File: src/logic/esd_pkg.sv
/*
 Enclosure status display package: phases, code classes, glyph indices and segment patterns.
 Assumes segment order {g,f,e,d,c,b,a}, active high, driven by the top module.
*/
package esd_pkg;

	// Display phases
	typedef enum logic [5:0] {
		PH_LAMP  = 6'h01,
		PH_BOOT  = 6'h02,
		PH_APP   = 6'h04,
		PH_DIAG  = 6'h08,
		PH_RUN   = 6'h10,
		PH_HELD  = 6'h20
	} esd_phase_t;

	// Fault class of a suspend code
	localparam logic [1:0] CLASS_NONE = 2'h0;
	localparam logic [1:0] CLASS_L    = 2'h1;
	localparam logic [1:0] CLASS_H    = 2'h2;

	// Glyph indices: 0..F hex digits, then letters and marks
	localparam logic [4:0] GL_L     = 5'h10;
	localparam logic [4:0] GL_H     = 5'h11;
	localparam logic [4:0] GL_A_LC  = 5'h12;
	localparam logic [4:0] GL_B_LC  = 5'h13;
	localparam logic [4:0] GL_DASH  = 5'h14;
	localparam logic [4:0] GL_EIGHT = 5'h08;
	localparam logic [4:0] GL_BLANK = 5'h15;

	// Fault codes in the suspend state, and H7 shown while operational
	localparam logic [3:0] L_TYPE_MISMATCH = 4'h0;
	localparam logic [3:0] L_MEM_ERR       = 4'h2;
	localparam logic [3:0] L_HW_ERR        = 4'h3;
	localparam logic [3:0] L_OVER_TEMP     = 4'h9;
	localparam logic [3:0] H_IF_FAIL       = 4'h0;
	localparam logic [3:0] H_XCVR_SPEED    = 4'h1;
	localparam logic [3:0] H_BAD_CONFIG    = 4'h2;
	localparam logic [3:0] H_REBOOT_LIMIT  = 4'h3;
	localparam logic [3:0] H_PEER_LOST     = 4'h4;
	localparam logic [3:0] H_HARNESS       = 4'h5;
	localparam logic [3:0] H_FW_FAIL       = 4'h6;
	localparam logic [3:0] H_RATE_DIFF     = 4'h7;
	localparam logic [3:0] H_XCVR_SLOT     = 4'h8;

	// Segment patterns {g,f,e,d,c,b,a}
	localparam logic [6:0] SEG_ALL   = 7'h7F;
	localparam logic [6:0] SEG_DASH  = 7'h40;
	localparam logic [6:0] SEG_OFF   = 7'h00;

endpackage

File: src/logic/esd_top.sv
/*
 Enclosure status display: drives two seven-segment digits, the diagnostic
 point lamp and the needs-attention indicator of an enclosure service unit.
 Assumes status inputs come from the unit controller on CLK_IN, so none are
 synchronised; reset is synchronous and active high.
*/
// Notes on behaviour
// - From power-on until boot firmware runs, both digits show eight-eight.
// - Once boot code starts, each digit shows a dash.
// - When application code starts, show aa for the first unit or bb for the second.
// - In normal operation the digits show the enclosure identifier.
// - The point lamp is lit whenever the digits show diagnostics instead of the identifier.
// - The point lamp is dark whenever the identifier is shown.
// - Start-up shows diagnostic codes, then switches to the current identifier.
// - State codes are L or H then one hex digit, shown mainly while non-operational.
// - A configuration-caused suspend keeps the needs-attention indicator off.
// - A hardware-fault suspend turns the needs-attention indicator on.
// - L-class suspend codes are L0, L2, L3 and L9 for their documented causes.
// - H-class suspend codes are H0 to H6 and H8 for their documented causes.
// - While operational, H7 shows when the link rate or the rate switch differs from the switch setting latched after reset.
// - While held in reset by the peer unit, both digits show eight-eight.
`timescale 1ns/1ps
module esd_top (
	// Clock and reset
	input  wire logic       CLK_IN,
	input  wire logic       SRST_IN,
	// Firmware progress
	input  wire logic       BOOT_STARTED_IN,
	input  wire logic       APP_STARTED_IN,
	input  wire logic       DIAG_DONE_IN,
	input  wire logic [3:0] DIAG_CODE_IN,
	input  wire logic       UNIT_SEL_B_IN,
	// Enclosure state
	input  wire logic [7:0] ENCL_ID_IN,
	input  wire logic       PEER_HOLD_IN,
	input  wire logic       SUSPEND_IN,
	input  wire logic [1:0] FAULT_CLASS_IN,
	input  wire logic [3:0] FAULT_CODE_IN,
	input  wire logic       FAULT_IS_HW_IN,
	input  wire logic [1:0] LINK_RATE_IN,
	input  wire logic [1:0] RATE_SWITCH_IN,
	// Indicators
	output logic      [6:0] SEG_HI_OUT,
	output logic      [6:0] SEG_LO_OUT,
	output logic            DP_OUT,
	output logic            ATTN_OUT
);

	////////////////////////////////////////////////////////////////////////
	// Phase sequencing

	esd_pkg::esd_phase_t phase_r;
	esd_pkg::esd_phase_t phase_nxt;
	logic [1:0]          rate_lat_r;
	logic [1:0]          rate_lat_nxt;
	logic                rate_seen_r;
	logic                rate_seen_nxt;

	always_comb
	begin
		phase_nxt     = phase_r;
		rate_lat_nxt  = rate_lat_r;
		rate_seen_nxt = rate_seen_r;
		unique case (phase_r)
			esd_pkg::PH_LAMP:
				if (BOOT_STARTED_IN)
					phase_nxt = esd_pkg::PH_BOOT;
			esd_pkg::PH_BOOT:
				if (APP_STARTED_IN)
					phase_nxt = esd_pkg::PH_APP;
			esd_pkg::PH_APP:
				phase_nxt = esd_pkg::PH_DIAG;
			esd_pkg::PH_DIAG:
				if (DIAG_DONE_IN)
					phase_nxt = esd_pkg::PH_RUN;
			esd_pkg::PH_RUN:
				phase_nxt = esd_pkg::PH_RUN;
			esd_pkg::PH_HELD:
				if (!PEER_HOLD_IN)
					phase_nxt = esd_pkg::PH_LAMP;
		endcase
		// Peer hold overrides any phase
		if (PEER_HOLD_IN)
			phase_nxt = esd_pkg::PH_HELD;
		// Rate switch is captured once; a later change waits for the next SRST_IN reset
		if (!rate_seen_r)
		begin
			rate_lat_nxt  = RATE_SWITCH_IN;
			rate_seen_nxt = 1'b1;
		end
	end

	always_ff @(posedge CLK_IN)
	begin
		if (SRST_IN)
		begin
			phase_r     <= esd_pkg::PH_LAMP;
			rate_lat_r  <= 2'h0;
			rate_seen_r <= 1'b0;
		end
		else
		begin
			phase_r     <= phase_nxt;
			rate_lat_r  <= rate_lat_nxt;
			rate_seen_r <= rate_seen_nxt;
		end
	end

	////////////////////////////////////////////////////////////////////////
	// Glyph selection

	logic [4:0] gl_hi;
	logic [4:0] gl_lo;
	logic       dp_nxt;
	logic       attn_nxt;
	logic       rate_diff;
	logic [1:0] link_rate_d;

	// Compare against the rate in use, switch setting only latched at start
	assign link_rate_d = LINK_RATE_IN;
	assign rate_diff   = rate_seen_r && (RATE_SWITCH_IN != rate_lat_r || link_rate_d != rate_lat_r);

	always_comb
	begin
		gl_hi    = esd_pkg::GL_BLANK;
		gl_lo    = esd_pkg::GL_BLANK;
		dp_nxt   = 1'b1;
		attn_nxt = 1'b0;
		unique case (phase_r)
			esd_pkg::PH_LAMP, esd_pkg::PH_HELD:
			begin
				gl_hi = esd_pkg::GL_EIGHT;
				gl_lo = esd_pkg::GL_EIGHT;
			end
			esd_pkg::PH_BOOT:
			begin
				gl_hi = esd_pkg::GL_DASH;
				gl_lo = esd_pkg::GL_DASH;
			end
			esd_pkg::PH_APP:
			begin
				gl_hi = UNIT_SEL_B_IN ? esd_pkg::GL_B_LC : esd_pkg::GL_A_LC;
				gl_lo = gl_hi;
			end
			esd_pkg::PH_DIAG:
			begin
				gl_hi = {1'b0, DIAG_CODE_IN};
				gl_lo = esd_pkg::GL_BLANK;
			end
			esd_pkg::PH_RUN:
			begin
				if (SUSPEND_IN && FAULT_CLASS_IN != esd_pkg::CLASS_NONE)
				begin
					gl_hi    = (FAULT_CLASS_IN == esd_pkg::CLASS_L) ? esd_pkg::GL_L
					                                                 : esd_pkg::GL_H;
					gl_lo    = {1'b0, FAULT_CODE_IN};
					attn_nxt = FAULT_IS_HW_IN;
				end
				else if (rate_diff)
				begin
					gl_hi    = esd_pkg::GL_H;
					gl_lo    = {1'b0, esd_pkg::H_RATE_DIFF};
					attn_nxt = 1'b1;
				end
				else
				begin
					gl_hi  = {1'b0, ENCL_ID_IN[7:4]};
					gl_lo  = {1'b0, ENCL_ID_IN[3:0]};
					dp_nxt = 1'b0;
				end
			end
		endcase
	end

	////////////////////////////////////////////////////////////////////////
	// Segment decode and output registers

	logic [6:0] seg_hi_nxt;
	logic [6:0] seg_lo_nxt;

	esd_glyph u_glyph_hi (
		.glyph_in (gl_hi),
		.seg_out  (seg_hi_nxt)
	);

	esd_glyph u_glyph_lo (
		.glyph_in (gl_lo),
		.seg_out  (seg_lo_nxt)
	);

	always_ff @(posedge CLK_IN)
	begin
		if (SRST_IN)
		begin
			SEG_HI_OUT <= esd_pkg::SEG_ALL;
			SEG_LO_OUT <= esd_pkg::SEG_ALL;
			DP_OUT     <= 1'b1;
			ATTN_OUT   <= 1'b0;
		end
		else
		begin
			SEG_HI_OUT <= seg_hi_nxt;
			SEG_LO_OUT <= seg_lo_nxt;
			DP_OUT     <= dp_nxt;
			ATTN_OUT   <= attn_nxt;
		end
	end

endmodule

File: src/logic/esd_glyph.sv
/*
 Glyph to seven-segment decoder for one digit.
 Assumes glyph indices from esd_pkg; purely combinational.
*/
`timescale 1ns/1ps
module esd_glyph (
	// Glyph in
	input  wire logic [4:0] glyph_in,
	// Segments out
	output logic      [6:0] seg_out
);

	always_comb
	begin
		unique case (glyph_in)
			5'h00: seg_out = 7'h3F;
			5'h01: seg_out = 7'h06;
			5'h02: seg_out = 7'h5B;
			5'h03: seg_out = 7'h4F;
			5'h04: seg_out = 7'h66;
			5'h05: seg_out = 7'h6D;
			5'h06: seg_out = 7'h7D;
			5'h07: seg_out = 7'h07;
			5'h08: seg_out = esd_pkg::SEG_ALL;
			5'h09: seg_out = 7'h6F;
			5'h0A: seg_out = 7'h77;
			5'h0B: seg_out = 7'h7C;
			5'h0C: seg_out = 7'h39;
			5'h0D: seg_out = 7'h5E;
			5'h0E: seg_out = 7'h79;
			5'h0F: seg_out = 7'h71;
			esd_pkg::GL_L:    seg_out = 7'h38;
			esd_pkg::GL_H:    seg_out = 7'h76;
			esd_pkg::GL_A_LC: seg_out = 7'h5F;
			esd_pkg::GL_B_LC: seg_out = 7'h7C;
			esd_pkg::GL_DASH: seg_out = esd_pkg::SEG_DASH;
			default:          seg_out = esd_pkg::SEG_OFF;
		endcase
	end

endmodule

File: config.mk
export PLATFORM = sky130hd
export DESIGN_NAME = esd_top
export DESIGN_NICKNAME = d
export VERILOG_FILES = /design/src/logic/esd_pkg.sv /design/src/logic/esd_top.sv /design/src/logic/esd_glyph.sv
export SDC_FILE = /design/constraint.sdc
export NUM_CORES = 1
export LEC_CHECK = 0
export ABC_AREA = 1
export BUFFER_PORTS_ARGS = -buffer_cell sky130_fd_sc_hd__clkbuf_2
export CORE_UTILIZATION = 35
export CTS_CLUSTER_DIAMETER = 50
export DETAILED_ROUTE_END_ITERATION = 6
export PLACE_DENSITY = 0.65
export SLEW_MARGIN = 0
export SYNTH_ARGS = -nofsm -noshare
export SYNTH_HDL_FRONTEND = slang
export SYNTH_SLANG_ARGS = --single-unit
File: constraint.sdc
create_clock -name CLK_IN -period 6.5 [get_ports CLK_IN]
set_clock_uncertainty 0.15 [all_clocks]
set_input_delay 1.3 -clock CLK_IN [delete_from_list [all_inputs] [get_ports CLK_IN]]
set_output_delay 1.3 -clock CLK_IN [all_outputs]
set_load 0.05 [all_outputs]
======== Word-level counts from Yosys, hierarchy flattened ========
Memory sizes are Yosys's and may differ from the RTL's. A register that Yosys moved wholly into a read port is not among the register bits.
Index checks and enable logic that the tools add are counted.
Widths: inputs -> output; s select.
operators by class
  bitwise logic cells ..................... 1
  multiplexer cells ....................... 16
  equality and inequality tests ........... 15
  reductions and logical operators ........ 10
operators by type and width
  operator            number
  $pmux 5 s5          2
  $pmux 6 s6          1
  $mux 6              4
  $mux 5              2
  $ne 3x3->1 const B  3
  $mux 4              2
  $eq 6x1->1 const B  1
  $eq 6x2->1 const B  1
  $eq 6x3->1 const B  1
  $eq 6x4->1 const B  1
  $eq 6x5->1 const B  1
  $eq 6x6->1 const B  1
  $ne 2x2->1 const B  3
  $reduce_and 3->1    2
  $reduce_or 2->1     3
  $mux 1              5
  $ne 2x2->1          2
  $reduce_or 3->1     1
  $eq 2x1->1 const B  1
  $logic_and 1x1->1   2
  $reduce_bool 2->1   1
  $logic_or 1x1->1    1
  $not 1->1           1
storage, ports and cells
  memories kept ........................... 2
  output and inout bits ................... 16
  bits in registers ....................... 11
  bits of input ports ..................... 31
  word-level logic and storage cells ...... 50
  ROM bits ................................ 448
memory list
  name              words  bits a word  read ports  clocked after Yosys merged registers in  wr ports  line             RTL
  (name not given)  32     7            1           1                                        0         esd_glyph.sv:15  unique case (glyph_in)
  (name not given)  32     7            1           1                                        0         esd_glyph.sv:15

======== Depth between registers and ports, before layout ========
Gate-level depths: netlist (run 1).
  depth in word-level cells ............... 6
  gate-level depth with buffers ........... 18
  depth with buffers taken out ............ 18

======== Cells and area by module ========
Synthesis (run 1) repeated with hierarchy kept, for this count alone.
second synthesis, totals
  cells, all modules ...................... 301
  area, all modules ....................... 1945.6 µm²
modules (own cells, without submodules)
  module                   area each (µm²)  sequential area each (µm²)  cells each  instances
  esd_top                  1147.4           500.5                       157         1
  esd_glyph at u_glyph_lo  406.6            0.0                         72          1
  esd_glyph at u_glyph_hi  391.6            0.0                         72          1

======== Least setup slack after synthesis (run 1) ========
OpenSTA, ideal clock, no wires.
  kind .................................... input to register
  start ................................... in SUSPEND_IN
  end ..................................... reg SEG_HI_OUT[3]
  path buffers ............................ 1
  arrival time ............................ 2.707 ns
  stages on the path ...................... 16
  library setup time ...................... 0.115 ns
  setup slack ............................. 3.529 ns
  required time ........................... 6.235 ns
  path through ............................ nand2_1 > nand2_1 > inv_1 > buf_2 > nand2_2 > nor2_1 > nand2_1 > nand2_1 > inv_1 > ha_1 > inv_1 > nand2_1 > nand3_1 > nand2_1 > nand2_1 > nand2_1
between the ends
  cells in the longest elaborated chain, start to end .. 3
ends and longest elaborated chain
  what                line            RTL
  start: declaration  esd_top.sv:36   input wire logic SUSPEND_IN,
  $logic_and 1x1->1   esd_top.sv:152  if (SUSPEND_IN && FAULT_CLASS_IN != esd_pkg::CLASS_NONE)
  $mux 5              esd_top.sv:152
  $pmux 5 s5          esd_top.sv:129  unique case (phase_r)
  end: declaration    esd_top.sv:43   output logic [6:0] SEG_HI_OUT,
No other way between the ends.
A chain may end at the register's enable or synchronous reset.

======== Final worst setup path (run 1) ========
Ends and elaborated chain as after synthesis.

==> impl_results.md, run 1 <==
* Worst Hold Depth at 2
* Final HPWL DP at 3660 um
* Number of enable flip-flop cells after synthesis at 0
* Setup TNS at 0 ns
* Crit path cell chain: clkbuf_2 -> nand2_1 -> nand2_1 -> inv_1 -> nand2_2 -> nor2_1 -> nand2_1 -> nand2_1 -> inv_1 -> ha_1 -> inv_1 -> nand2_1 -> nand3_1 -> nand2_1 -> nand2_1 -> nand2_1
* Layout cell share with drive strength beyond 1 at 22.9%
* Startpoint types: input pin
* RR Endpoint: SEG_HI_OUT[3]
* Number of global-route vias before repair at 1837
* R2R Path Start: phase_r[1]
* Sequential area share after synthesis at 27.0%
* GRT busiest layer: met2
* Critical path's top delay family: simple AND/OR/NAND/NOR gates
* DRC viols at 0
* Synth Cell Area at 1850 um2
* # clock sinks at 25
* # diodes at 0
* FF/Latch Area at 500 um2
* FF+latch count, synth at 25
* Synthesized Nets at 330
* Starting Density at 36.2%
* Outcome: finished clean
* Detailed-router iteration count before antenna repair at 4
* Initial antenna violation count at 0
* CTS resizes at 0
* Die width at 74.7 um
* Syn. warnings at 0
* Root buf cell: clkbuf_8
* Critical Path Most Common Cell: nand2_1
* Vias after detailed routing at 1915
* Port-buffer cells at 46
* Layout Nets at 378
* FILL cells at 587
* Leak pwr at 0.00117 uW
* Max-Cap Viols at 0
* Hold Fails Final Rpt at 0
* Worst reg2reg path depth at 15
* Max-slew violations at 0
* Met1 Use GR at 19.9%
* Slew HR at 59.7%
* Num rows at 26
* Most used flip-flop cell after synthesis: dfxtp_1
* Grt met3 use at 2.81%
* DRT antenna net count at 0
* Die Y at 74.7 um
* Core area at 5110 um2
* Gpl congestion at 0.897
* Fin crit period at 3.04 ns
* GR Overflow Total at 0
* DP Worst Slack at 3.20 ns
* # hold bufs at CTS at 0
* CTS buffer count at 3
* Slowest stage delay, CP at 0.32 ns
* R2R setup slack at 4.17 ns
* Area of the multi-input gates at 1180 um2
* Average size of a mapped cell at 6.49 um2
* Routed len/inst at 11.4 um
* Maximum root-to-sink buffer count at 2
* Total die area at 5580 um2
* Number of I/O pins at 47
* Peak fanout along the critical path at 11
* Slowest cell on crit path: ha_1
* Worst setup margin at 3.46 ns
* HP Class: reg2reg
* TritonCTS clock tree: done
* Synth cell types at 32
* RSZ-0062 raised after global routing: no
* Largest net degree at the start of global routing at 15
* Ys async rst share at 0%
* Met2 usage at 33.5%
* Total Wirelength at 4570 um
* Syn Inst Count at 285
* Cell Pwr Density at 150 nW/um2
* Buf+Inv Stages, Crit Path at 4
* Peak VDD IR at 0.0594 mV
* Slew of the pin with the lowest slew margin at 0.605 ns
* Reg clk slew, reported paths at 0.09 ns
* Layout area overhead at 18.5%
* Worst Path Arrival at 3.05 ns
* Fin crit share at 46.7%
* CTS H-tree lvls at 1
* 1st-iter DRT viols at 86
* Crit Path Category: in2reg
* Worst skew pair latency at 0.27 ns
* Global-route wire length before repair at 7610 um
* Vias per cell at 4.76
* Setup crit end kind: flip-flop
* Final setup viols at 0
* Fmax achieved at 329 MHz
* Hold_sp: rate_lat_r[0]
* Hold EP: rate_lat_r[0]
* Tot GR Track Use at 17.7%
* Worst EP required at 6.52 ns
* Setup bufs post-CTS at 0
synth_stat cells, drive strengths merged (2+ instances only):
| cell type | count | share of area [%] |
|---|---|---|
| dfxtp | 25 | 27 |
| or2 | 2 | 0.68 |
| o21ai | 14 | 4.0 |
| o211ai | 3 | 1.5 |
| a21oi | 16 | 4.5 |
| nand2 | 91 | 20 |
| ha | 14 | 9.5 |
| nand3 | 28 | 7.8 |
| inv | 39 | 8.2 |
| nand3b | 3 | 1.2 |
| nand4 | 5 | 3.7 |
| nor3 | 3 | 0.81 |
| nor2 | 36 | 8.8 |
| buf | 2 | 0.88 |
through the flow:
stage / hold WS [ns] / power, uW / cell area (um2) / utilization [%] / instances
after floorplan: 0.325 / 217 / 1850 / - / 285
after global placement: 0.352 / 237 / 2150 / 42.1 / 398
after detailed placement: 0.356 / 238 / 2150 / 42.1 / 398
after CTS: 0.369 / 331 / 2190 / 42.9 / 402
after global routing: 0.416 / 346 / 2190 / 42.9 / 402
final: 0.365 / 328 / 2190 / 42.9 / 402
state kept, by name (all words and copies together) (netlist names):
name	flops
phase_r	6
SEG_LO_OUT	7
ATTN_OUT	1
SEG_HI_OUT	7
DP_OUT	1
rate_lat_r	2
rate_seen_r	1
worst max-delay path by stage:
stage | start | end | slack [ns] | cells past startpoint
after CTS | SUSPEND_IN | SEG_HI_OUT[3] | 3.48 | 16
after global routing | RATE_SWITCH_IN[0] | SEG_HI_OUT[3] | 3.25 | 18
final | SUSPEND_IN | SEG_HI_OUT[3] | 3.46 | 16
after global placement | SUSPEND_IN | SEG_HI_OUT[3] | 3.25 | 16
after detailed placement | SUSPEND_IN | SEG_HI_OUT[3] | 3.20 | 16
after floorplan | SUSPEND_IN | SEG_HI_OUT[3] | 3.53 | 16
kinds of logic (layout without fill, tap and decap cells):
family                     Yosys count  in the layout  share of synthesized area, %
adders and majority gates           14             14                          9.47
DFF                                 25             25                          27.0
AOI/OAI and AO/OA                   35             35                          10.8
buffers and inverters               42             89                          9.26
and+or+nand+nor                    169            169                          43.5
area by class of cell:
type,instances,area share (%)
clock buffers,4,2.05
repair buffers,46,10.5
flip-flops and latches,25,22.8
inverters,39,6.90
multi-input cells,218,53.7
well taps,70,3.99
cell usage in the layout (no fill, tap or decap):
cell      synthesis  final
o211ai_1          2      2
nand4_4           2      2
nand3b_1          3      3
a21oi_1          15     15
nand4_2           1      1
clkbuf_1          1      1
nor2_1           31     31
nand2_2           6      6
nand2_4           2      2
clkbuf_8          0      3
nand3_2           1      1
o211ai_2          1      1
o21ai_0           7      7
nand2_1          83     83
nor2_2            2      2
dfxtp_1          25     25
inv_1            34     34
nand4_1           2      2
nand3_1          27     27
a31oi_1           1      1
clkbuf_2          0     46
a21oi_2           1      1
ha_1             14     14
or2_2             2      2
nor3b_1           1      1
o21bai_1          1      1
nor3_1            3      3
o21ai_2           1      1
inv_2             3      3
inv_4             2      2
o21ai_1           6      6
nor2_4            3      3
power breakdown:
part	total, uW	switching [uW]	internal (uW)
Clock	94.6	50.8	43.9
Sequential	163	3.61	160
Combinational	70.5	47.4	23.2
tightest hold or removal path: cells and delay by family (launching register included):
| family | cells | cell delay, ns |
|---|---|---|
| flip-flops | 1 | 0.34 |
| AND/OR/NAND/NOR | 2 | 0.15 |
layer usage:
metal,wire [um],vias to the layer above
met3,151,4
met2,2310,32
met5,0,-
met4,46,0
li1,-,1005
met1,2060,874
Note: power is estimated with default switching activity, not from simulation.
==> run 2, diff against run 1 <==
==> constraint.sdc (replaced) <==
create_clock -name CLK_IN -period 3.1 [get_ports CLK_IN]
set_clock_uncertainty 0.15 [all_clocks]
set_input_delay 0.62 -clock CLK_IN [delete_from_list [all_inputs] [get_ports CLK_IN]]
set_output_delay 0.62 -clock CLK_IN [all_outputs]
set_load 0.05 [all_outputs]
==> impl_results.md, run 2 (synthesized netlist as in run 1, its figures left out) <==
* Vias per cell at 4.66 (was 4.76)
* R2R setup slack at 0.78 ns (was 4.17 ns)
* Vias after detailed routing at 1876 (was 1915)
* Reg clk slew, reported paths at 0.09 ns (about the same)
* Max-Cap Viols at 0 (unchanged)
* Maximum root-to-sink buffer count at 2 (unchanged)
* # hold bufs at CTS at 0 (unchanged)
* Layout cell share with drive strength beyond 1 at 23.1% (was 22.9%)
* Num rows at 26 (unchanged)
* CTS buffer count at 3 (unchanged)
* GR Overflow Total at 0 (unchanged)
* Fmax achieved at 428 MHz
* Fin crit period at 2.33 ns
* R2R Path Start: phase_r[1] (unchanged)
* Fin crit share at 75.3%
* Most common cell after layout, fill and taps aside: nand2_1 (unchanged)
* CTS H-tree lvls at 1 (unchanged)
* Final setup viols at 0 (unchanged)
* Hold_sp: rate_lat_r[0] (unchanged)
* Number of global-route vias before repair at 1808 (was 1837)
* Setup bufs post-CTS at 0 (unchanged)
* Leak pwr at 0.00117 uW (about the same)
* Max-slew violations at 0 (unchanged)
* Critical Path Most Common Cell: nand2_1 (unchanged)
* Slew HR at 61.4% (was 59.7%)
* CTS resizes at 0 (unchanged)
* 1st-iter DRT viols at 141 (was 86)
* Initial antenna violation count at 0 (unchanged)
* DRC viols at 0 (unchanged)
* HP Class: reg2reg (unchanged)
* # clock sinks at 25 (unchanged)
* DRT antenna net count at 0 (unchanged)
* Setup TNS at 0 ns (unchanged)
* Detailed-router iteration count before antenna repair at 4 (unchanged)
* Slew of the pin with the lowest slew margin at 0.577 ns (was 0.605 ns)
* Total die area at 5580 um2 (unchanged)
* Routed len/inst at 11.3 um (was 11.4 um)
* Worst skew pair latency at 0.27 ns (about the same)
* Slowest cell on crit path: ha_1 (unchanged)
* Worst Hold Depth at 2 (unchanged)
* Port-buffer cells at 46 (unchanged)
* Setup crit end kind: flip-flop (unchanged)
* Tot GR Track Use at 17.7% (about the same)
* Crit path cell chain: clkbuf_2 -> nand2_1 -> nand2_1 -> inv_1 -> nand2_2 -> nor2_1 -> nand2_1 -> nand2_1 -> inv_1 -> ha_1 -> inv_1 -> nand2_1 -> nand3_1 -> nand2_1 -> nand2_1 -> nand2_1 (unchanged)
* Critical path's top delay family: simple AND/OR/NAND/NOR gates (unchanged)
* Root buf cell: clkbuf_8 (unchanged)
* Die width at 74.7 um (unchanged)
* Worst Path Arrival at 2.36 ns (was 3.05 ns)
* RSZ-0062 raised after global routing: no (unchanged)
* Total Wirelength at 4540 um (was 4570 um)
* Peak fanout along the critical path at 11 (unchanged)
* Core Util, Final at 43.1% (was 42.9%)
* Die Y at 74.7 um (unchanged)
* Layout Nets at 379 (was 378)
* Most frequent cells in the layout: 83 x nand2_1, 46 x clkbuf_2, 34 x inv_1 (unchanged)
* Worst EP required at 3.12 ns (was 6.52 ns)
* RR Endpoint: SEG_HI_OUT[3] (unchanged)
* Hold EP: rate_lat_r[0] (unchanged)
* Largest net degree at the start of global routing at 15 (unchanged)
* Outcome: finished clean (unchanged)
* Cell Pwr Density at 314 nW/um2 (was 150 nW/um2)
* TritonCTS clock tree: done (unchanged)
* Buf+Inv Stages, Crit Path at 4 (unchanged)
* Power, Total at 690 uW (was 328 uW)
* Final HPWL DP at 3590 um (was 3660 um)
* Worst reg2reg path depth at 15 (unchanged)
* Startpoint types: input pin (unchanged)
* Peak VDD IR at 0.150 mV (was 0.0594 mV)
* Global-route wire length before repair at 7580 um (was 7610 um)
* Layout area overhead at 18.9% (was 18.5%)
* Hold Fails Final Rpt at 0 (unchanged)
* Starting Density at 36.2% (unchanged)
* Gpl congestion at 0.890 (was 0.897)
* Regs by FF count: SEG_HI_OUT (7), SEG_LO_OUT (7), phase_r (6) (unchanged)
* # diodes at 0 (unchanged)
* Slowest stage delay, CP at 0.32 ns (about the same)
* Number of I/O pins at 47 (unchanged)
* Crit Path Category: in2reg (unchanged)
* Core area at 5110 um2 (unchanged)
[run 2: report_power, final]
part	internal, uW	total [uW]	switching [uW]
sequential	335	342	7.74
clock	92.2	199	106
combinational	49.3	149	99.9
[run 2: per-layer routing]
layer	up-vias	track usage, %	share of wire [%]
met5	-	0	0
met4	0	7.34	1.4
met3	5	2.14	3.5
met2	41	32.2	49
met1	826	20.9	46
li1	1004	-	-
[run 2: how the worst max path moves through the flow]
stage                         end  cells after the start         startpoint
global route        SEG_HI_OUT[3]                     18  RATE_SWITCH_IN[0]
CTS                 SEG_HI_OUT[3]                     16         SUSPEND_IN
detailed placement  SEG_HI_OUT[3]                     16         SUSPEND_IN
finish              SEG_HI_OUT[3]                     16         SUSPEND_IN
floorplan           SEG_HI_OUT[3]                     16         SUSPEND_IN
global placement    SEG_HI_OUT[3]                     16         SUSPEND_IN
[run 2: tightest hold or removal path, stage by stage, from the launching register on]
cell and delay, ns:
dfxtp_1 0.34, nor2_1 0.10, nor2_1 0.05
[run 2: area by class of cell]
class,instances,area [um2]
Fill cell,560,2910
Multi-Input combinational cell,218,1180
Sequential cell,25,500
Timing Repair Buffer,47,238
Inverter,39,151
Tap cell,70,87.6
Clock buffer,4,45.0
[run 2: through the flow]
stage	hold slack (ns)	worst slack (ns)	cells	instance area, um2
after global routing	0.421	0.506	403	2200
final	0.368	0.765	403	2200
after global placement	0.351	0.484	399	2160
after CTS	0.368	0.769	403	2200
after floorplan	0.325	0.809	285	1850
after detailed placement	0.355	0.472	399	2160
